==> src/rtl/sioe_pkg.sv <==
// Purpose: Shared constants and types for the 16-bit serial I/O expander.
// Assumes: Two-wire bus slave on a single 40 MHz clock.
// Notes: Register codes follow the command byte low three bits.
package sioe_pkg;

  // Fixed upper address bits; the three select pins complete the 7-bit address
  localparam logic [3:0] SIOE_ADDR_HI = 4'h4;

  // Command byte register codes
  localparam logic [2:0] SIOE_REG_IN0 = 3'h0;
  localparam logic [2:0] SIOE_REG_IN1 = 3'h1;
  localparam logic [2:0] SIOE_REG_OUT0 = 3'h2;
  localparam logic [2:0] SIOE_REG_OUT1 = 3'h3;
  localparam logic [2:0] SIOE_REG_POL0 = 3'h4;
  localparam logic [2:0] SIOE_REG_POL1 = 3'h5;
  localparam logic [2:0] SIOE_REG_DIR0 = 3'h6;
  localparam logic [2:0] SIOE_REG_DIR1 = 3'h7;

  // Reset values; a direction bit of one means input
  localparam logic [7:0] SIOE_OUT_RST = 8'hff;
  localparam logic [7:0] SIOE_POL_RST = 8'h00;
  localparam logic [7:0] SIOE_DIR_RST = 8'hff;

  // Bits in one bus byte
  localparam logic [3:0] SIOE_BYTE_BITS = 4'h8;
  localparam logic [3:0] SIOE_LAST_BIT = 4'h7;

  // Cycles after reset before pin snapshots are trusted: three sync stages and
  // the agreement stage, plus one so the last snapshot sees settled levels
  localparam logic [2:0] SIOE_PRIME_CYCLES = 3'h5;

  typedef enum logic [4:0] {
    SIOE_IDLE = 5'h01,
    SIOE_RX = 5'h02,
    SIOE_ACK = 5'h04,
    SIOE_TX = 5'h08,
    SIOE_TXACK = 5'h10
  } sioe_state_t;

endpackage

==> src/rtl/sioe_top.sv <==
// Purpose: 16-bit remote I/O expander with two 8-bit ports behind a bus slave.
// Assumes: 40 MHz clk_in; all pins asynchronous to it; bus up to 400 kHz.
// Notes: Pin levels pass three flops; a change counts once stages two and three agree.
// Operation
// - Sixteen I/O lines in two eight-bit ports, controlled over the serial bus.
// - Each port has direction, input, output and polarity registers.
// - After reset every line is an input with its driver off.
// - Each direction bit sets its own line to input or output.
// - Input register shows pin levels; output register latches until rewritten.
// - Set polarity bit inverts that line as read from the input register.
// - Every register can be read back over the bus.
// - Reset restores register defaults and the bus state machine.
// - Interrupt asserts while any input line differs from its captured state.
// - Interrupt pin is open drain, pulled low when asserted.
// - Three select pins form the low address bits; eight devices share a bus.
// - Slave only; changes are reported by the interrupt line.
// - Bus works at clock rates up to fast mode.
// - Address 0x20 to 0x27; address LSB high reads, low writes.
// - First written byte is the command; low three bits pick the register.
// - Register pointer persists; reads use it until a new command.
// - Bus writes to input registers are ignored.
`timescale 1ns/10ps
`default_nettype none
module sioe_top
  import sioe_pkg::*;
#(
  parameter int PORT_W = 8 // Lines per port
)
(
  input wire logic clk_in,                        // System clock, 40 MHz
  input wire logic rst_n_in,                      // Async reset, active low
  input wire logic scl_in,                        // Bus clock pin
  input wire logic sda_in,                        // Bus data pin level
  output logic sda_out,                           // Bus data drive value
  output logic sda_oe_out,                        // Bus data drive enable
  input wire logic addr_select_bit0_in,           // Address select 0
  input wire logic addr_select_bit1_in,           // Address select 1
  input wire logic addr_select_bit2_in,           // Address select 2
  input wire logic [PORT_W-1:0] port_zero_lines_in,     // Port 0 pin levels
  output logic [PORT_W-1:0] port_zero_lines_out,        // Port 0 drive values
  output logic [PORT_W-1:0] port_zero_lines_oe_out,     // Port 0 drive enables
  input wire logic [PORT_W-1:0] port_one_lines_in,      // Port 1 pin levels
  output logic [PORT_W-1:0] port_one_lines_out,         // Port 1 drive values
  output logic [PORT_W-1:0] port_one_lines_oe_out,      // Port 1 drive enables
  output logic int_n_out,                         // Interrupt drive value
  output logic int_oe_out                         // Interrupt drive enable
);

  localparam int SYNC_W = 2 * PORT_W + 5;

  logic [SYNC_W-1:0] raw_in;
  logic [SYNC_W-1:0] sync1;
  logic [SYNC_W-1:0] sync2;
  logic [SYNC_W-1:0] sync3;
  logic [SYNC_W-1:0] filt;
  logic [SYNC_W-1:0] agree;
  logic [PORT_W-1:0] pin0;
  logic [PORT_W-1:0] pin1;
  logic scl_f;
  logic sda_f;
  logic [2:0] addr_sel;
  logic [6:0] dev_addr;

  logic [2:0] ptr;
  logic [PORT_W-1:0] out0;
  logic [PORT_W-1:0] out1;
  logic [PORT_W-1:0] pol0;
  logic [PORT_W-1:0] pol1;
  logic [PORT_W-1:0] dir0;
  logic [PORT_W-1:0] dir1;
  logic [PORT_W-1:0] snap0;
  logic [PORT_W-1:0] snap1;
  logic [2:0] prime_cnt;
  logic primed;
  logic [PORT_W-1:0] diff0;
  logic [PORT_W-1:0] diff1;

  logic [7:0] rd_data;
  logic [7:0] rx_byte;
  logic cmd_stb;
  logic wr_stb;
  logic rd_stb;
  logic slave_oe;

  ////////////////////////////////////////////////////////////////////////////
  // Pin synchronisers with agreement filter
  assign raw_in = {addr_select_bit2_in, addr_select_bit1_in, addr_select_bit0_in,
                   sda_in, scl_in, port_one_lines_in, port_zero_lines_in};
  assign agree = ~(sync2 ^ sync3);

  always_ff @(posedge clk_in or negedge rst_n_in)
  begin
    if (!rst_n_in)
    begin
      sync1 <= '0;
      sync2 <= '0;
      sync3 <= '0;
      filt <= '0;
    end
    else
    begin
      sync1 <= raw_in;
      sync2 <= sync1;
      sync3 <= sync2;
      filt <= (sync3 & agree) | (filt & ~agree);
    end
  end

  assign pin0 = filt[PORT_W-1:0];
  assign pin1 = filt[2*PORT_W-1:PORT_W];
  assign scl_f = filt[2*PORT_W];
  assign sda_f = filt[2*PORT_W+1];
  assign addr_sel = filt[2*PORT_W+4:2*PORT_W+2];
  assign dev_addr = {SIOE_ADDR_HI, addr_sel};

  ////////////////////////////////////////////////////////////////////////////
  // Bus slave; it only answers and never opens a transfer
  sioe_i2c_slave u_slave
  (
    .clk_in(clk_in),
    .rst_n_in(rst_n_in),
    .scl_in(scl_f),
    .sda_in(sda_f),
    .dev_addr_in(dev_addr),
    .rd_data_in(rd_data),
    .sda_oe_out(slave_oe),
    .cmd_stb_out(cmd_stb),
    .wr_stb_out(wr_stb),
    .rd_stb_out(rd_stb),
    .rx_byte_out(rx_byte)
  );

  assign sda_out = 1'b0;
  assign sda_oe_out = slave_oe;

  ////////////////////////////////////////////////////////////////////////////
  // Register pointer; kept across transfers
  always_ff @(posedge clk_in or negedge rst_n_in)
  begin
    if (!rst_n_in)
    begin
      ptr <= SIOE_REG_IN0;
    end
    else if (cmd_stb)
    begin
      ptr <= rx_byte[2:0];
    end
  end

  ////////////////////////////////////////////////////////////////////////////
  // Writable registers; input codes fall to default and are dropped
  always_ff @(posedge clk_in or negedge rst_n_in)
  begin
    if (!rst_n_in)
    begin
      out0 <= SIOE_OUT_RST;
      out1 <= SIOE_OUT_RST;
      pol0 <= SIOE_POL_RST;
      pol1 <= SIOE_POL_RST;
      dir0 <= SIOE_DIR_RST;
      dir1 <= SIOE_DIR_RST;
    end
    else if (wr_stb)
    begin
      case (ptr)
        SIOE_REG_OUT0: out0 <= rx_byte;
        SIOE_REG_OUT1: out1 <= rx_byte;
        SIOE_REG_POL0: pol0 <= rx_byte;
        SIOE_REG_POL1: pol1 <= rx_byte;
        SIOE_REG_DIR0: dir0 <= rx_byte;
        SIOE_REG_DIR1: dir1 <= rx_byte;
        default: ;
      endcase
    end
  end

  // Direction bit one keeps the driver off
  assign port_zero_lines_out = out0;
  assign port_one_lines_out = out1;
  assign port_zero_lines_oe_out = ~dir0;
  assign port_one_lines_oe_out = ~dir1;

  ////////////////////////////////////////////////////////////////////////////
  // Read-back mux; input ports show live levels through polarity
  always_comb
  begin
    rd_data = 8'h00;
    case (ptr)
      SIOE_REG_IN0: rd_data = pin0 ^ pol0;
      SIOE_REG_IN1: rd_data = pin1 ^ pol1;
      SIOE_REG_OUT0: rd_data = out0;
      SIOE_REG_OUT1: rd_data = out1;
      SIOE_REG_POL0: rd_data = pol0;
      SIOE_REG_POL1: rd_data = pol1;
      SIOE_REG_DIR0: rd_data = dir0;
      SIOE_REG_DIR1: rd_data = dir1;
      default: rd_data = 8'h00;
    endcase
  end

  ////////////////////////////////////////////////////////////////////////////
  // Change detection. Snapshots wait for the synchronisers to fill after
  // reset, otherwise the first real levels would look like a change.
  always_ff @(posedge clk_in or negedge rst_n_in)
  begin
    if (!rst_n_in)
    begin
      prime_cnt <= 3'h0;
    end
    else if (!primed)
    begin
      prime_cnt <= prime_cnt + 3'h1;
    end
  end

  assign primed = (prime_cnt == SIOE_PRIME_CYCLES);

  always_ff @(posedge clk_in or negedge rst_n_in)
  begin
    if (!rst_n_in)
    begin
      snap0 <= '0;
      snap1 <= '0;
    end
    else
    begin
      if (!primed || (rd_stb && ptr == SIOE_REG_IN0))
      begin
        snap0 <= pin0;
      end
      if (!primed || (rd_stb && ptr == SIOE_REG_IN1))
      begin
        snap1 <= pin1;
      end
    end
  end

  // Output-configured lines never raise the interrupt
  assign diff0 = (pin0 ^ snap0) & dir0;
  assign diff1 = (pin1 ^ snap1) & dir1;

  always_ff @(posedge clk_in or negedge rst_n_in)
  begin
    if (!rst_n_in)
    begin
      int_oe_out <= 1'b0;
    end
    else
    begin
      int_oe_out <= primed & ((|diff0) | (|diff1));
    end
  end

  // Open drain: only ever drives low
  assign int_n_out = 1'b0;

endmodule
`default_nettype wire

==> src/rtl/sioe_i2c_slave.sv <==
// Purpose: Two-wire bus slave engine: address match, byte receive, byte transmit.
// Assumes: scl_in and sda_in are already synchronised and filtered.
// Notes: Never stretches the clock; only pulls the data line low.
`timescale 1ns/10ps
`default_nettype none
module sioe_i2c_slave
  import sioe_pkg::*;
(
  input wire logic clk_in,          // System clock
  input wire logic rst_n_in,        // Async reset, active low
  input wire logic scl_in,          // Filtered bus clock level
  input wire logic sda_in,          // Filtered bus data level
  input wire logic [6:0] dev_addr_in, // Own 7-bit address
  input wire logic [7:0] rd_data_in, // Byte to send on a read
  output logic sda_oe_out,          // High pulls data line low
  output logic cmd_stb_out,         // Command byte received
  output logic wr_stb_out,          // Data byte received
  output logic rd_stb_out,          // Read byte loaded
  output logic [7:0] rx_byte_out    // Last received byte
);

  sioe_state_t state;
  logic scl_q;
  logic sda_q;
  logic [3:0] bit_cnt;
  logic [7:0] shreg;
  logic [7:0] txreg;
  logic is_addr;
  logic first_data;
  logic rw;
  logic scl_rise;
  logic scl_fall;
  logic start_seen;
  logic stop_seen;

  always_ff @(posedge clk_in or negedge rst_n_in)
  begin
    if (!rst_n_in)
    begin
      scl_q <= 1'b1;
      sda_q <= 1'b1;
    end
    else
    begin
      scl_q <= scl_in;
      sda_q <= sda_in;
    end
  end

  assign scl_rise = scl_in & ~scl_q;
  assign scl_fall = ~scl_in & scl_q;
  assign start_seen = scl_in & scl_q & sda_q & ~sda_in;
  assign stop_seen = scl_in & scl_q & ~sda_q & sda_in;

  ////////////////////////////////////////////////////////////////////////////
  // Transfer sequencer; start or stop anywhere restarts it
  always_ff @(posedge clk_in or negedge rst_n_in)
  begin
    if (!rst_n_in)
    begin
      state <= SIOE_IDLE;
      bit_cnt <= 4'h0;
      shreg <= 8'h00;
      txreg <= 8'h00;
      is_addr <= 1'b0;
      first_data <= 1'b0;
      rw <= 1'b0;
      sda_oe_out <= 1'b0;
      cmd_stb_out <= 1'b0;
      wr_stb_out <= 1'b0;
      rd_stb_out <= 1'b0;
      rx_byte_out <= 8'h00;
    end
    else
    begin
      cmd_stb_out <= 1'b0;
      wr_stb_out <= 1'b0;
      rd_stb_out <= 1'b0;
      if (start_seen)
      begin
        state <= SIOE_RX;
        bit_cnt <= 4'h0;
        is_addr <= 1'b1;
        sda_oe_out <= 1'b0;
      end
      else if (stop_seen)
      begin
        state <= SIOE_IDLE;
        sda_oe_out <= 1'b0;
      end
      else
      begin
        case (state)
          SIOE_RX:
          begin
            if (scl_rise)
            begin
              shreg <= {shreg[6:0], sda_in};
              bit_cnt <= bit_cnt + 4'h1;
            end
            else if (scl_fall && bit_cnt == SIOE_BYTE_BITS)
            begin
              bit_cnt <= 4'h0;
              is_addr <= 1'b0;
              if (is_addr)
              begin
                // General call and foreign addresses are left alone
                if (shreg[7:1] == dev_addr_in)
                begin
                  rw <= shreg[0];
                  first_data <= ~shreg[0];
                  sda_oe_out <= 1'b1;
                  state <= SIOE_ACK;
                end
                else
                begin
                  state <= SIOE_IDLE;
                end
              end
              else
              begin
                rx_byte_out <= shreg;
                cmd_stb_out <= first_data;
                wr_stb_out <= ~first_data;
                first_data <= 1'b0;
                sda_oe_out <= 1'b1;
                state <= SIOE_ACK;
              end
            end
          end
          SIOE_ACK:
          begin
            if (scl_fall)
            begin
              bit_cnt <= 4'h0;
              if (rw)
              begin
                txreg <= rd_data_in;
                sda_oe_out <= ~rd_data_in[7];
                rd_stb_out <= 1'b1;
                state <= SIOE_TX;
              end
              else
              begin
                sda_oe_out <= 1'b0;
                state <= SIOE_RX;
              end
            end
          end
          SIOE_TX:
          begin
            if (scl_fall)
            begin
              bit_cnt <= bit_cnt + 4'h1;
              if (bit_cnt == SIOE_LAST_BIT)
              begin
                sda_oe_out <= 1'b0;
                state <= SIOE_TXACK;
              end
              else
              begin
                sda_oe_out <= ~txreg[6];
                txreg <= {txreg[6:0], 1'b0};
              end
            end
          end
          SIOE_TXACK:
          begin
            // Master ack sends another byte; a nack ends our part
            if (scl_rise)
            begin
              state <= sda_in ? SIOE_IDLE : SIOE_ACK;
            end
          end
          default:
          begin
            state <= SIOE_IDLE;
          end
        endcase
      end
    end
  end

endmodule
`default_nettype wire

==> config.mk <==
export PLATFORM = sky130hd
export DESIGN_NAME = sioe_top
export DESIGN_NICKNAME = d
export VERILOG_FILES = /design/src/rtl/sioe_pkg.sv /design/src/rtl/sioe_top.sv /design/src/rtl/sioe_i2c_slave.sv
export SDC_FILE = /design/constraint.sdc
export NUM_CORES = 1
export LEC_CHECK = 0
export ABC_AREA = 1
export BUFFER_PORTS_ARGS = -buffer_cell sky130_fd_sc_hd__buf_4
export CORE_UTILIZATION = 55
export CTS_CLUSTER_DIAMETER = 60
export DETAILED_ROUTE_END_ITERATION = 10
export GPL_TIMING_DRIVEN = 0
export PLACE_DENSITY = 0.74
export SLEW_MARGIN = 10
export SYNTH_ARGS = -nofsm -noshare
export SYNTH_HDL_FRONTEND = slang
export SYNTH_SLANG_ARGS = --single-unit
==> constraint.sdc <==
create_clock -name clk_in -period 2.2 [get_ports clk_in]
set_input_delay 0.11 -clock clk_in [delete_from_list [all_inputs] [get_ports clk_in]]
set_output_delay 0.11 -clock clk_in [all_outputs]
set_load 0.01 [all_outputs]
; ---- After elaboration in Yosys (flattened, before gate mapping)
; Index checks and enable logic that the tools add are counted.
[classes]
add_sub_neg = 2
n_eq_ne = 32
muxes = 61
bitwise = 35
n_reduce_logical = 29
[ops]
columns = operator, count
row1 = $pmux W8 S8, 1
row2 = $and A21 B21 Y21, 2
row3 = $not A21 Y21, 2
row4 = $mux W5, 8
row5 = $mux W1, 34
row6 = $xor A8 B8 Y8, 4
row7 = $mux W4, 7
row8 = $mux W7, 4
row9 = $ne A4 B1 Y1 const B, 6
row10 = $reduce_and A6 Y1, 4
row11 = $or A21 B21 Y21, 1
row12 = $xor A21 B21 Y21, 1
row13 = $pmux W5 S4, 1
row14 = $and A8 B8 Y8, 2
row15 = $not A8 Y8, 2
row16 = $reduce_or A8 Y1, 2
row17 = $eq A3 B3 Y1 const B, 5
row18 = $pmux W7 S2, 1
row19 = $reduce_and A7 Y1, 2
row20 = $not A1 Y1, 12
row21 = $pmux W4 S3, 1
row22 = $reduce_and A2 Y1, 6
row23 = $mux W3, 3
row24 = $and A1 B1 Y1, 8
row25 = other kinds (27), 40
[word_totals]
reg_bits = 196
input_bits = 23

; ---- Longest topological paths before layout
[depth]
depth_word = 8
depth_mapped = 11
ltp_nobuf = 11

; ---- By module
; Synthesis repeated with hierarchy kept, for this count alone.
[unflattened]
cells_unflattened = 856
hier_area_um2 = 8185.4
[by_module_without_submodules]
columns = module, n_inst, cells_each, area_each_um2
row1 = sioe_top, 1, 589, 6015.8
row2 = sioe_i2c_slave, 1, 267, 2169.6

; ---- Worst setup path after synthesis
; Ideal clock, no wire load.
[synth_path]
path_kind = reg2reg
from = register u_slave.scl_q
to = register u_slave.rx_byte_out[6]
setup_time_ns = 0.116
arrival_time_ns = 1.468
required_ns = 2.084
slack_ns = 0.616
path_stages_with_launch = 11
synth_period_minus_slack_ns = 1.584
path_cell_list = dfstp_2 inv_1 nor2_4 inv_2 nor2_4 nand2_4 nor3_4 buf_6 nor2_2 a21oi_2 inv_1
[synth_via]
elab_chain_cells = 5
word_cells_on_any_way = 13
classes_between = 11 x bitwise / 2 x reduce/logical
[synth_rtl]
columns = element, line_no
row1 = start: declaration, sioe_i2c_slave.sv:23  ; logic scl_q;
row2 = start signal: assignment, sioe_i2c_slave.sv:45  ; scl_q <= scl_in;
row3 = $and A1 B1 Y1, "sioe_i2c_slave.sv:52, sioe_i2c_slave.sv:53"
row4 = $and A1 B1 Y1 (on tied branches) (2 in a row), "sioe_i2c_slave.sv:52, sioe_i2c_slave.sv:53"
row5 = $not A1 Y1 (no source line), n/a
row6 = $reduce_and A6 Y1 (no source line) *, n/a
row7 = end signal: assignment, sioe_i2c_slave.sv:122  ; rx_byte_out <= shreg;
row8 = end: declaration, sioe_i2c_slave.sv:19  ; output logic [7:0] rx_byte_out
; Mark *: on every way between the ends. The rest lies on a longest branch, timed or not.
; A chain may end at the register's enable or synchronous reset.

; ---- Final worst setup path
[layout_path]
from = register u_slave.bit_cnt[0]
to = register u_slave.rx_byte_out[6]
[layout_via]
elab_chain_cells = 3
[layout_rtl]
columns = element, line_no
row1 = start: declaration, sioe_i2c_slave.sv:25  ; logic [3:0] bit_cnt;
row2 = start signal: assignment, sioe_i2c_slave.sv:99  ; bit_cnt <= bit_cnt + 4'h1;
row3 = start signal: assignment, sioe_i2c_slave.sv:154  ; bit_cnt <= bit_cnt + 4'h1;
row4 = $eq A4 B4 Y1, sioe_i2c_slave.sv:101  ; else if (scl_fall && bit_cnt == SIOE_BYTE_BITS)
row5 = $logic_and A1 B1 Y1, sioe_i2c_slave.sv:101
row6 = $reduce_and A6 Y1 (no source line), n/a
; No other way between the ends.

==> impl_metrics.csv <==
group,metric,value,unit
route,drt_first_iter_violations,456,
pwr,combPwrFrac,0.046,
grt,met2_usage,0.405,
grt,grt_busiest_layer,"met2",
yosys,yosys_warnings,0,
yosys,synth-edff-count,0,
timing,relSlewSlack,0.486,
layout,register_area,4950,um^2
grt,grt_pass1_wl,29.6,mm
clock_tree,cts.htree.levels,4,
pwr,internal_power,5.47,mW
grt,grt_max_degree,110,
die,num_rows,43,
clock_tree,clock_latency,430,ps
clock_tree,root_buffer,"clkbuf_16",
yosys,async_flop_share,1.00,
setup_path,arrival,2200,ps
timing,fin_setup_tns,0,ps
die,start_util,0.574,
grt,gr-usage-met3,0.0720,
die,die_area,15200,um^2
layout,nFillCells,1109,
status,outcome,"finished, final reports clean",
clock_tree,cts_tree,"done",
die,fp.dieH,123,um
die,core_area,14100,um^2
timing,slew_viol_final,0,
yosys,synth_top_area_frac,0.498,
setup_path,slowest_delay,430,ps
yosys,yosys_most_used_dff,"dfrtp_1",
timing,min_period,1880,ps
run,max_cap_violations,0,
timing,tightest_slew,771,ps
route,drc,0,
layout,nets,922,
place,port_buffers,56,
yosys,ys_ff_latch,196,
route,ant_nets,0,
yosys,syn_area,8090,um^2
route,routed_wirelength,18.4,mm
layout,drive_above_1_share,0.208,
timing,holdWs,322,ps
pwr,power_frac_seq,0.543,
timing,finalSetupViolCount,0,
grt,overflow,0,
layout,multi_input_area,2710,um^2
yosys,synth_seq_area_share,0.612,
route,drt_first_pass_iters,7,
layout,utilization,0.677,
setup_path,required,2520,ps
yosys,syn_inst,796,
setup_path,cp_slowest_cell,"dfrtp_1",
timing,hold_violations,0,
layout,syn_to_final_growth,18.1,%
yosys,syn_avg_cell_area,10.2,um^2
timing,clock_skew,11.5,ps
die,pin_count,59,
setup_path,worstSetupPathType,"reg -> reg",
pwr,vdd_drop_max,0.764,mV
pwr,clock_power_share,0.411,
setup_path,critPathMaxFanout,10,
grt,first_global_vias,5729,
pwr,total_power,7.13,mW
timing,layout_worst_path_cycle_share,0.854,
die,die_x,123,um
place,place_congestion,0.917,
clock_tree,clock_sinks,196,
grt,grtUsageMet1,0.381,
clock_tree,path_clk_slew,70,ps
yosys,synth_cell_types,38,
pwr,p_leak,4.25,nW
hold_path,hp-class,"in -> reg",
pwr,power_density,747,nW/um^2
timing,clock.fmax,532,MHz
place,dpl.hpwl,13.2,mm
grt,antenna_found_initial,0,
yosys,yosys-top-cells-area,"dfrtp_1, dfstp_2, nand2_1, o21ai_0, inv_1",
yosys,yosysTopAreaCell,"dfrtp_1",
route,via_per_inst,5.40,
setup_path,end_kind,"flop",
route,vias,5874,
setup_path,crit_top_cell,"inv_1",
pwr,power.switching,1.66,mW
setup_path,critPathLaunchType,"flop",
layout,num_antenna_cells,0,
clock_tree,cts_buffer_depth,2,
route,wl_per_cell,16.9,um
pwr,p_sw_frac,0.233,
timing,rsz0062_at_grt,"no",
setup_path,path_cells,"inv_1 -> ha_1 -> nand3_1 -> nor2_4 -> nand2_4 -> nor3_4 -> buf_6 -> nor2_2 -> a21oi_2 -> inv_1",
clock_tree,cts_buffers,17,
grt,grt_usage,0.266,
-- power by group through the flow --
stage          combinational (mW)  clock (mW)  sequential [mW]
2_1_floorplan               0.159           0             3.89
3_3_place_gp                0.282           0             3.93
3_5_place_dp                0.302           0             3.94
4_1_cts                     0.335        2.98             3.87
5_1_grt                     0.371        3.14             3.89
6_report                    0.330        2.93             3.87
-- cell type report --
| type | count | share of cell area |
|---|---|---|
| multi-input cells | 497 | 0.284 |
| inverters | 85 | 0.0339 |
| well taps | 180 | 0.0236 |
| plain buffers | 19 | 0.0113 |
| clock buffers | 18 | 0.0450 |
| clock inverters | 14 | 0.0132 |
| repair buffers | 79 | 0.0708 |
| flip-flops and latches | 196 | 0.518 |
-- Yosys cell counts (6+ instances only) --
cell	n
dfrtp_1	161
nand2_1	144
o21ai_0	82
inv_1	77
nor2_1	67
dfstp_2	35
nand3_1	34
a21oi_1	26
maj3_1	21
nand4_1	18
mux2_2	17
o21ai_1	12
xnor2_1	12
clkbuf_1	8
nand2_2	8
a31oi_1	7
inv_2	7
nor2_2	6
nor2_4	6
-- path summary, 6_finish.rpt --
kind	startpoint	endpoint	slack, ps	depth (start not counted)
max reg2reg	u_slave.bit_cnt[0]$_DFFE_PN0P_	u_slave.rx_byte_out[6]$_DFFE_PN0P_	320	10
min reg2reg	sync1[14]$_DFF_PN0_	sync2[14]$_DFF_PN0_	350	0
max in group asynchronous	rst_n_in	port_one_lines_out[7]$_DFFE_PN1P_	950	3
min	port_zero_lines_in[6]	sync1[6]$_DFF_PN0_	320	2
min in group asynchronous	rst_n_in	sync3[9]$_DFF_PN0_	340	2
max	u_slave.bit_cnt[0]$_DFFE_PN0P_	u_slave.rx_byte_out[6]$_DFFE_PN0P_	320	10
-- through the flow --
step | area, um^2 | setup slack [ps] | cells
after floorplan | 8090 | 616 | 797
after global placement | 8730 | -106 | 1033
after detailed placement | 8770 | 341 | 1034
after CTS | 9550 | 309 | 1088
after global routing | 9550 | 165 | 1088
final | 9550 | 321 | 1088
-- layout by cell type, fill, tap and decap left out, types with 3 or more instances in the layout --
cell type | Yosys | final
a21oi_1 | 26 | 26
a31oi_1 | 7 | 7
buf_2 | 5 | 5
buf_4 | 4 | 59
clkbuf_1 | 8 | 9
clkbuf_16 | 0 | 17
clkinv_2 | 0 | 3
clkinvlp_4 | 0 | 5
dfrtp_1 | 161 | 161
dfstp_2 | 35 | 35
dlygate4sd3_1 | 0 | 22
ha_1 | 4 | 4
inv_1 | 77 | 77
inv_2 | 7 | 7
inv_6 | 0 | 5
maj3_1 | 21 | 21
mux2_2 | 17 | 17
nand2_1 | 144 | 144
nand2_2 | 8 | 8
nand3_1 | 34 | 34
nand3_2 | 4 | 4
nand3b_1 | 4 | 4
nand4_1 | 18 | 18
nor2_1 | 67 | 67
nor2_2 | 6 | 6
nor2_4 | 6 | 6
nor3_1 | 3 | 3
o21ai_0 | 82 | 82
o21ai_1 | 12 | 12
o22ai_1 | 5 | 5
xnor2_1 | 12 | 12
xor2_1 | 4 | 4
-- critical path: cells and delay by family (launching register included) --
kind | cells | cell delay, ps
buffers and inverters | 3 | 330
flip-flops | 1 | 430
AO/OA/AOI/OAI | 1 | 100
adder cells (fa/ha/maj) | 1 | 160
AND/OR/NAND/NOR | 5 | 750
-- routing by layer --
metal | vias up | wire (um)
met5 | - | 0
met4 | 0 | 202
met3 | 14 | 1160
met2 | 179 | 8470
met1 | 2886 | 8590
li1 | 2795 | -
-- timing repair --
item                      CTS  global route
resized for setup           0             0
setup buffers               0             0
hold buffers               22             0
hold endpoints to repair  117             0
-- kinds of logic (layout without fill, tap and decap cells) --
group | after synthesis | count (layout) | synth area share
compound gates | 138 | 138 | 0.0893
xor+xnor | 16 | 16 | 0.0173
fa+ha+maj | 25 | 25 | 0.0322
buf+inv | 104 | 215 | 0.0534
flops | 196 | 196 | 0.612
mux | 17 | 17 | 0.0237
other cells | 1 | 2 | 0.000464
simple gates | 299 | 299 | 0.172
Note: power is estimated with default switching activity, not from simulation.
